[config.mk]
export PLATFORM = sky130hd
export DESIGN_NAME = aets_top
export DESIGN_NICKNAME = d
export VERILOG_FILES = /design/src/logic/aets_pkg.sv /design/src/logic/aets_top.sv
export VERILOG_INCLUDE_DIRS = /design/src /design/src/logic
export SDC_FILE = /design/constraint.sdc
export NUM_CORES = 1
export LEC_CHECK = 0
export BUFFER_PORTS_ARGS = -buffer_cell sky130_fd_sc_hd__buf_2
export CORE_MARGIN = 1
export CORE_UTILIZATION = 52
export CTS_CLUSTER_DIAMETER = 120
export CTS_CLUSTER_SIZE = 30
export DETAILED_ROUTE_END_ITERATION = 8
export GPL_TIMING_DRIVEN = 0
export PLACE_DENSITY = 0.85
export SYNTH_ARGS = -nofsm -noshare
export SYNTH_HDL_FRONTEND = slang
export SYNTH_SLANG_ARGS = --single-unit
[constraint.sdc]
create_clock -name clk_sys -period 6.62 [get_ports clk_sys]
set_input_delay 0.331 -clock clk_sys [delete_from_list [all_inputs] [get_ports clk_sys]]
set_output_delay 0.331 -clock clk_sys [all_outputs]
set_load 0.005 [all_outputs]
[src/logic/aets_map.svh]
`ifndef AETS_MAP_SVH
`define AETS_MAP_SVH

// register indices and byte addresses (byte address is four times the index)
`define AETS_IDX_CTRL        16'h1D29
`define AETS_IDX_STAT        16'h1D2A
`define AETS_ADDR_CTRL       (`AETS_IDX_CTRL << 2)
`define AETS_ADDR_STAT       (`AETS_IDX_STAT << 2)

// control register fields
`define AETS_CTRL_ERROR_SELECT_A_LSB   4
`define AETS_CTRL_SOI_BIT    3
`define AETS_CTRL_TMD_LSB    0
`define AETS_CTRL_RESET      8'h00

// status register fields
`define AETS_STAT_AOV_BIT    7
`define AETS_STAT_ABOVE_UPPER_FLAG_BIT   6
`define AETS_STAT_BELOW_LOWER_FLAG_BIT   5
`define AETS_STAT_COMPUTE_UPDATED_BIT   4
`define AETS_STAT_STG_LSB    0
`define AETS_STAT_RESET      8'h00

// stage codes
`define AETS_STG_IDLE        3'h0
`define AETS_STG_SUSPEND     3'h4

// error selector codes
`define AETS_ERROR_SELECT_A_RES_PREV   3'h0
`define AETS_ERROR_SELECT_A_RES_SET    3'h1
`define AETS_ERROR_SELECT_A_RES_FLT    3'h2
`define AETS_ERROR_SELECT_A_PREV_FLT   3'h4
`define AETS_ERROR_SELECT_A_FLT_SET    3'h5

// threshold interrupt codes
`define AETS_TMD_NEVER       3'h0
`define AETS_TMD_BELOW       3'h1
`define AETS_TMD_AT_LEAST    3'h2
`define AETS_TMD_BETWEEN     3'h3
`define AETS_TMD_OUTSIDE     3'h4
`define AETS_TMD_AT_MOST_UP  3'h5
`define AETS_TMD_ABOVE       3'h6
`define AETS_TMD_ALWAYS      3'h7

`endif

[src/logic/aets_pkg.sv]
package aets_pkg;

    localparam int DW = 16;

    // avalon request from the master
    typedef struct packed {
        logic        read;
        logic        write;
        logic [15:0] address;
        logic [31:0] writedata;
    } aets_bus_req_t;

    // sample values delivered by the converter datapath
    typedef struct packed {
        logic signed [DW-1:0] conversion_result;
        logic signed [DW-1:0] filtered_value;
        logic signed [DW-1:0] setpoint_value;
        logic signed [DW-1:0] upper_threshold;
        logic signed [DW-1:0] lower_threshold;
    } aets_sample_t;

    // sequencer and mode inputs from the rest of the converter
    typedef struct packed {
        logic       conv_start;       // pulse: a conversion begins
        logic       conv_done;        // pulse: a conversion result is ready
        logic [1:0] seq_phase;        // 0 idle, 1 precharge, 2 acquisition, 3 conversion
        logic       double_sample_enable;
        logic       previous_source_select;
        logic       repeat_mode;
        logic       acc_overflow;     // pulse: accumulator or filter overflowed
        logic       acc_updated;      // pulse: accumulator or filter updated
        logic       acc_clear;        // pulse: accumulator clear command
    } aets_conv_t;

    // whole state of the block
    typedef struct packed {
        logic                 waitrequest;
        logic [31:0]          readdata;
        logic [2:0]           error_select_a;
        logic                 stop_on_threshold_hit;
        logic [2:0]           threshold_irq_select;
        logic                 overflow_flag;
        logic                 above_upper_flag;
        logic                 below_lower_flag;
        logic                 compute_updated;
        logic                 second_sample;
        logic                 suspended;
        logic signed [DW-1:0] error_value;
        logic signed [DW-1:0] previous_sample;
        logic                 threshold_irq;
        logic                 go_clear;
    } aets_state_t;

endpackage : aets_pkg

[src/logic/aets_top.sv]
// Our own choice: the Avalon-MM interface to the registers.
`timescale 1ns/1ns
`include "aets_map.svh"

module aets_top
(
    // clock and reset
    input  wire logic                          clk_sys,
    input  wire logic                          rst,
    // avalon-mm slave
    input  wire aets_pkg::aets_bus_req_t       bus_req,
    output logic [31:0]                        readdata,
    output logic                               waitrequest,
    // converter datapath
    input  wire aets_pkg::aets_sample_t        sample,
    input  wire aets_pkg::aets_conv_t          conv,
    // results
    output logic signed [aets_pkg::DW-1:0]     error_value,
    output logic signed [aets_pkg::DW-1:0]     previous_sample,
    output logic                               threshold_irq,
    output logic                               go_clear
);
    import aets_pkg::*;

    aets_state_t st;
    aets_state_t next_st;

    // threshold interrupt decision for one selector code
    function automatic logic irq_hit(input logic [2:0] code, input logic gt_up,
                                     input logic lt_low, input logic gt_low,
                                     input logic lt_up);
        logic hit;
        hit = 1'b0;
        case (code)
            `AETS_TMD_ALWAYS:     hit = 1'b1;
            `AETS_TMD_ABOVE:      hit = gt_up;
            `AETS_TMD_AT_MOST_UP: hit = !gt_up;
            `AETS_TMD_OUTSIDE:    hit = lt_low | gt_up;
            `AETS_TMD_BETWEEN:    hit = gt_low & lt_up;
            `AETS_TMD_AT_LEAST:   hit = !lt_low;
            `AETS_TMD_BELOW:      hit = lt_low;
            `AETS_TMD_NEVER:      hit = 1'b0;
            default:              hit = 1'b0;
        endcase
        return hit;
    endfunction : irq_hit

    // wide signed operands for the error arithmetic
    logic signed [DW+1:0] res_w;
    logic signed [DW+1:0] prev_w;
    logic signed [DW+1:0] flt_w;
    logic signed [DW+1:0] set_w;
    logic signed [DW+1:0] diff_w;
    logic signed [DW+1:0] err_w;
    logic signed [DW-1:0] err_n;
    logic                 err_ovf;
    logic                 do_compute;
    logic                 gt_up;
    logic                 lt_low;
    logic                 gt_low;
    logic                 lt_up;
    logic                 hit;
    logic [2:0]           stage;
    logic                 wr_ctrl;
    logic                 wr_stat;

    // sign-extend the operands
    assign res_w  = (DW+2)'(sample.conversion_result);
    assign prev_w = (DW+2)'(st.previous_sample);
    assign flt_w  = (DW+2)'(sample.filtered_value);
    assign set_w  = (DW+2)'(sample.setpoint_value);
    assign diff_w = conv.double_sample_enable ? (res_w - prev_w) : res_w;

    // error arithmetic by selector
    always_comb
    begin
        case (st.error_select_a)
            `AETS_ERROR_SELECT_A_FLT_SET:  err_w = flt_w - set_w;
            `AETS_ERROR_SELECT_A_PREV_FLT: err_w = prev_w - flt_w;
            `AETS_ERROR_SELECT_A_RES_FLT:  err_w = diff_w - flt_w;
            `AETS_ERROR_SELECT_A_RES_SET:  err_w = diff_w - set_w;
            `AETS_ERROR_SELECT_A_RES_PREV: err_w = res_w - prev_w;
            default:             err_w = '0;
        endcase
    end

    assign err_n   = err_w[DW-1:0];
    assign err_ovf = (err_w != (DW+2)'(err_n));

    // compute after each conversion, or after the second of a pair
    assign do_compute = conv.conv_done & (!conv.double_sample_enable | st.second_sample);

    // signed comparisons of the new error
    assign gt_up  = err_n > sample.upper_threshold;
    assign lt_low = err_n < sample.lower_threshold;
    assign gt_low = err_n > sample.lower_threshold;
    assign lt_up  = err_n < sample.upper_threshold;
    assign hit    = irq_hit(st.threshold_irq_select, gt_up, lt_low, gt_low, lt_up);

    // stage code from the sequencer phase and pair position
    // phase comes from this clock domain; no resynchronisation added
    always_comb
    begin
        if (conv.seq_phase == 2'h0)
            stage = st.suspended ? `AETS_STG_SUSPEND : `AETS_STG_IDLE;
        else
            stage = {st.second_sample, conv.seq_phase};
    end

    // write strobes at the edge where the request is accepted
    assign wr_ctrl = bus_req.write & !st.waitrequest & (bus_req.address == `AETS_ADDR_CTRL);
    assign wr_stat = bus_req.write & !st.waitrequest & (bus_req.address == `AETS_ADDR_STAT);

    // next-state logic
    always_comb
    begin
        next_st               = st;
        next_st.threshold_irq = 1'b0;
        next_st.go_clear      = 1'b0;

        // bus handshake: one wait cycle then accept
        next_st.waitrequest = !((bus_req.read | bus_req.write) & st.waitrequest);
        if (bus_req.read & st.waitrequest)
        begin
            next_st.readdata = 32'h0000_0000;
            if (bus_req.address == `AETS_ADDR_CTRL)
                next_st.readdata[7:0] = {1'b0, st.error_select_a,
                                         st.stop_on_threshold_hit, st.threshold_irq_select};
            else if (bus_req.address == `AETS_ADDR_STAT)
                next_st.readdata[7:0] = {st.overflow_flag, st.above_upper_flag,
                                         st.below_lower_flag, st.compute_updated, 1'b0,
                                         stage};
        end

        // software writes
        if (wr_ctrl)
        begin
            next_st.error_select_a        = bus_req.writedata[`AETS_CTRL_ERROR_SELECT_A_LSB +: 3];
            next_st.stop_on_threshold_hit = bus_req.writedata[`AETS_CTRL_SOI_BIT];
            next_st.threshold_irq_select  = bus_req.writedata[`AETS_CTRL_TMD_LSB +: 3];
        end
        // software clears the overflow flag by writing zero
        if (wr_stat & !bus_req.writedata[`AETS_STAT_AOV_BIT])
            next_st.overflow_flag = 1'b0;
        if (wr_stat & !bus_req.writedata[`AETS_STAT_COMPUTE_UPDATED_BIT] && stage != `AETS_STG_SUSPEND)
            next_st.compute_updated = 1'b0;
        // hardware clear by accumulator clear command
        if (conv.acc_clear)
            next_st.overflow_flag = 1'b0;

        // previous sample loaded at conversion start
        if (conv.conv_start)
        begin
            next_st.previous_sample = conv.previous_source_select ? sample.filtered_value
                                                                  : sample.conversion_result;
            next_st.suspended = 1'b0;
        end

        // pair tracking on each finished conversion
        if (conv.conv_done)
        begin
            if (conv.double_sample_enable & !st.second_sample)
            begin
                next_st.second_sample = 1'b1;
                // waits for the second trigger only outside repeat mode
                next_st.suspended = !conv.repeat_mode;
            end
            else
            begin
                next_st.second_sample = 1'b0;
                next_st.suspended     = 1'b0;
            end
        end

        // error refreshed only when the computation runs
        if (do_compute)
        begin
            next_st.error_value = err_n;
            next_st.above_upper_flag = gt_up;
            next_st.below_lower_flag = lt_low;
            next_st.threshold_irq = hit;
            // stop on hit in repeat mode only
            if (conv.repeat_mode & st.stop_on_threshold_hit & hit)
            begin
                next_st.go_clear              = 1'b1;
                next_st.stop_on_threshold_hit = 1'b0;
            end
            // without the stop bit the convert bit is left alone
        end

        // overflow set wins over any clear
        if (conv.acc_overflow | (do_compute & err_ovf))
            next_st.overflow_flag = 1'b1;
        // update marker set wins over any clear
        if (conv.acc_updated | do_compute | conv.acc_overflow)
            next_st.compute_updated = 1'b1;
    end

    // state register
    always_ff @(posedge clk_sys or posedge rst)
    begin
        if (rst)
        begin
            st             <= '0;
            st.waitrequest <= 1'b1;
        end
        else
            st <= next_st;
    end

    // outputs straight from the state
    assign readdata        = st.readdata;
    assign waitrequest     = st.waitrequest;
    assign error_value     = st.error_value;
    assign previous_sample = st.previous_sample;
    assign threshold_irq   = st.threshold_irq;
    assign go_clear        = st.go_clear;
endmodule : aets_top

Yosys cells after proc, flatten, opt, wreduce, memory -nomap -nowiden
Index checks and enable logic that the tools add are counted.

Word-level logic and storage cells: 95. Register bits: 56. Output and inout bits: 67. Input port bits: 142.

Magnitude comparators: 4. Reductions and logical operators: 16. Mux-type cells: 21. Equality and inequality tests: 15. $add $sub $neg: 5. Bitwise gates (word level): 19.

Operator list (number): $pmux 18 s5 (1); $sub 16x16->17 (3); $sub 18x16->18 (2); $eq 16x15->1 const B (2); $gt 16x16->1 (2); $lt 16x16->1 (2); $eq 3x3->1 const B (6); $mux 18 (1); $mux 16 (1); $mux 8 (2); $and 1x1->1 (13); $mux 1 (10); $eq 3x2->1 const B (3); $logic_not 1->1 (9); $pmux 1 s8 (1); $eq 3x1->1 const B (2); $logic_not 3->1 (2); $mux 3 (2); $or 1x1->1 (6); $mux 2 (2); $mux 4 (1); $reduce_bool 2->1 (2); $ne 3x3->1 const B (1); $reduce_bool 3->1 (1); other kinds (3) (3).

Longest topological paths before layout
Depth in word-level cells: 10. Mapped depth: 30. Gate-level depth less buffers: 29.

Worst setup path after synthesis
Ideal clock, no wire load.

Path type: reg2reg. Start point: register st[45] (netlist name). End point: register st[43] (netlist name). Stages on the path, launching flop included: 26. Setup slack: 0.879 ns. Period minus slack after synthesis: 5.741 ns. Arrival: 5.623 ns. Required time: 6.502 ns. Path buffers: 2. Library setup time: 0.118 ns. Cells stage by stage: dfrtp_1 clkbuf_1 nand2b_1 nor2_1 clkbuf_1 o21ai_0 ha_1 fa_1 nor2b_1 o2111a_1 nor3_1 o41a_1 o21ai_0 a31oi_1 xor2_1 o21ai_1 ha_1 nand4_1 or3_1 a21oi_1 o41ai_1 o21bai_1 o2bb2ai_1 a221oi_1 o2111a_1 nor2_1.

RTL lines: start, declared (RTL line aets_top.sv:25) `aets_state_t st;`; start signal, assigned (RTL line aets_top.sv:208) `st <= next_st;`.

==> impl_metrics.py <==
metrics = {
    "clocking": {
        "cts_tree": "built",
        "insertion_delay_ns": 0.32,
        "cts.clk_slew.worst_paths_ns": 0.09,
        "cts_buffers": 5,
        "cts-root-buf": "clkbuf_16",
        "cts_buffer_depth": 2,
        "cts_htree_levels": 2,
        "cts.sinks": 56,
    },
    "synth": {
        "synth_edf_count": 0,
        "synth_top_family_by_area": "compound AO/OA/AOI/OAI gates",
        "ys_seq_elements": 56,
        "synth_warnings": 0,
        "synth_compound_gate_area_share_pct": 23.2,
        "yosysUniqueCellTypes": 70,
        "syn_area_per_cell_um2": 7.91,
        "async_flop_share_pct": 100,
        "synthSimpleGateAreaFrac_pct": 15.1,
        "synth_xor_xnor_area_share_pct": 5.87,
        "syn_area_um2": 7760,
        "yosys.area_share.adder_pct": 16.7,
        "synth_mux_area_share_pct": 8.42,
        "ys_seq_area_share_pct": 18.1,
        "syn_inst": 981,
        "synth_ff_type": "dfrtp_1",
    },
    "final_layout": {
        "area_growth_pct": 18.5,
        "post-route-util_pct": 63.3,
        "drive_gt1_share_pct": 25.5,
        "layout_commonest_cell": "buf_2",
        "layout_common_cells": "buf_2 (158), inv_1 (96), ha_1 (94)",
        "fin_nets": 1414,
        "antenna_cells": 0,
    },
    "worst_setup_path": {
        "rrSetupSlack_ns": 0.19,
        "rr_startpoint": "previous_sample[0]",
        "worstPathArrival_ns": 6.64,
        "critPathLaunchType": "register",
        "endpoint_kind": "register",
        "reg2regPathDepth": 27,
        "cp.required_ns": 6.83,
        "crit_path_end": "st[43]",
        "rr_endpoint": "st[43]",
        "startpoint": "previous_sample[0]",
        "crit_type": "register to register",
        "crit_fanout": 8,
    },
    "timing": {
        "max_freq_mhz": 156,
        "setup_viol": 0,
        "hold_viol": 0,
        "tightest_slew_ns": 0.892,
        "fin_setup_tns_ns": 0,
        "slew_viol_final": 0,
        "finClkSkew_ns": 0.00737,
        "fin_crit_sh_pct": 97.1,
        "period_minus_slack_ns": 6.43,
        "max-slew-margin-rel_pct": 40.1,
    },
    "pwr": {
        "internal-power_mw": 1.09,
        "switching_share_pct": 43.7,
        "switching_power_uw": 846,
        "pwr-share-clk_pct": 15.4,
        "ir_drop_v": 0.000135,
        "p_leak_nw": 4.65,
        "powerDensity_nw_per_um2": 210,
        "power_frac_seq_pct": 23.2,
        "p_comb_share_pct": 61.4,
    },
    "floorplanning": {
        "die_h_um": 124,
        "core-area_um2": 14500,
        "initial_core_util_pct": 53.4,
        "die_w_um": 124,
        "die_area_um2": 15400,
        "rows": 44,
        "top_level_ports": 209,
    },
    "drt": {
        "ant_nets": 0,
        "drt_pass1_iterations": 7,
        "dr_total_vias": 7998,
        "drcViolationCount": 0,
        "dr.first_iter.drc_count": 670,
        "via_per_inst": 5.90,
        "wl_per_cell_um": 18.2,
        "drt_wl_total_mm": 24.6,
    },
    "placement": {
        "io_buffers": 157,
        "dp_hpwl_mm": 19.9,
        "place.gp.congestion": 0.956,
    },
    "global_route": {
        "antenna_found_initial": 0,
        "grt.total_usage_pct": 31.4,
        "overflow": 0,
        "first_global_vias": 7264,
        "grt_max_degree": 42,
        "grt_pass1_wl_mm": 36.8,
    },
    "outcome": {
        "status": "completed",
    },
    "min_path": {
        "hold_path_class": "input pin to async pin",
    },
    "flow_run": {
        "cap_violations": 0,
    },
}
## logic make-up after synthesis
family	after synthesis
AOI/OAI and AO/OA	274
xor gates and xnor gates	52
adders and majority gates	101
buffers and inverters	195
DFF	56
muxes	62
other	1
and+or+nand+nor	240
## through the flow
step / instances / power, mW / cell area (um2) / setup slack, ns / hold WS (ns)
2_1_floorplan: 1004 / 1.23 / 7850 / 0.879 / 0.394
3_3_place_gp: 1345 / 1.52 / 8860 / -0.501 / 0.459
3_5_place_dp: 1346 / 1.55 / 8880 / -0.637 / 0.356
4_1_cts: 1355 / 1.86 / 9070 / 0.000403 / 0.0186
5_1_grt: 1356 / 2.06 / 9190 / -0.0969 / 0.0382
6_report: 1356 / 1.93 / 9190 / 0.189 / 0.0133
## cell usage after synthesis (3+ instances only)
library cell / number / area, um2
a211o_1: 5 / 43.8
a211oi_1: 9 / 67.6
a21o_1: 21 / 158
a21oi_1: 74 / 370
a221o_1: 3 / 30.0
a221oi_1: 4 / 35.0
a22o_1: 4 / 35.0
a22oi_1: 11 / 82.6
a31oi_1: 10 / 62.6
and3_1: 3 / 18.8
buf_4: 65 / 488
clkbuf_1: 31 / 116
dfrtp_1: 55 / 1380
fa_1: 4 / 80.1
ha_1: 97 / 1210
inv_1: 97 / 364
mux2_2: 26 / 293
mux2i_1: 36 / 360
nand2_1: 64 / 240
nand2b_1: 16 / 100
nand3_1: 19 / 95.1
nand4_1: 16 / 100
nor2_1: 68 / 255
nor2b_1: 11 / 68.8
nor3_1: 14 / 70.1
nor3b_1: 7 / 52.6
nor4_1: 4 / 25.0
o2111ai_1: 3 / 26.3
o211ai_1: 7 / 52.6
o21a_1: 12 / 90.1
o21ai_0: 52 / 260
o21ai_1: 8 / 40.0
o21bai_1: 8 / 60.1
o22ai_1: 7 / 43.8
o31a_1: 3 / 26.3
o31ai_1: 7 / 52.6
or3_1: 5 / 31.3
xnor2_1: 33 / 289
xor2_1: 19 / 166
## registers in the layout (all words and copies together) (netlist names)
register	cells
go_clear	1
previous_sample	16
st	13
readdata	8
threshold_irq	1
error_value	16
waitrequest	1
## per-layer routing
metal / vias up / global-route usage (%) / wire length [um] / part of all wire [%]
met5: - / 0 / 0 / 0
met4: 0 / 9.67 / 642 / 2.6
met3: 56 / 5.77 / 2320 / 9.4
met2: 450 / 52.2 / 11200 / 46
met1: 3682 / 41.0 / 10500 / 42
li1: 3810 / - / - / -
## final cells by class
type                            instances  area [um2]
Inverter                               97         364
Clock inverter                          3        27.5
Multi-Input combinational cell        753        5580
Sequential cell                        56        1400
Clock buffer                            5         125
Fill cell                            1301        5340
Tap cell                              184         230
Timing Repair Buffer                  166         866
Buffer                                 92         599
## what timing repair did
item                       4_1_cts  5_1_grt
pin swaps                        0        7
setup endpoints to repair        4        4
hold buffers                     0        0
gates cloned                     0        0
gates resized for setup          7       24
setup buffers                    1        7
## critical path: stages (launching register included)
cell and delay (ns):
dfrtp_1 0.39, ha_2 0.23, inv_1 0.06, fa_1 0.43
a211oi_2 0.30, o21ai_1 0.16, a31oi_1 0.29, nor2b_1 0.08
nor2_1 0.12, xnor2_1 0.14, mux2_2 0.30, ha_2 0.35
a2111o_1 0.43, o31ai_4 0.22, o31ai_2 0.12, xor2_1 0.17
a221oi_2 0.37, o21ai_2 0.15, ha_1 0.32, nand4_1 0.17
or3_4 0.18, a21oi_1 0.07, o41ai_2 0.40, o31ai_2 0.15
o2bb2ai_2 0.16, a221oi_2 0.27, o2111a_1 0.25, nor2_1 0.05
## power by group through the flow
stage | Clock [mW] | Combinational, mW | Sequential (mW)
2_1_floorplan | 0 | 0.804 | 0.430
3_3_place_gp | 0 | 1.07 | 0.451
3_5_place_dp | 0 | 1.10 | 0.452
4_1_cts | 0.299 | 1.12 | 0.447
5_1_grt | 0.309 | 1.30 | 0.453
6_report | 0.298 | 1.19 | 0.448
## worst min path at each step
stage / startpoint / endpoint / slack, ns
after detailed placement: rst / error_value[12] / 0.36
after global routing: rst / previous_sample[5] / 0.04
after global placement: st[37] / st[37] / 0.46
after CTS: rst / previous_sample[5] / 0.02
final: rst / error_value[12] / 0.01
after floorplan: bus_req[49] / waitrequest / 0.39
No activity file was read; power rests on OpenSTA's default activity.
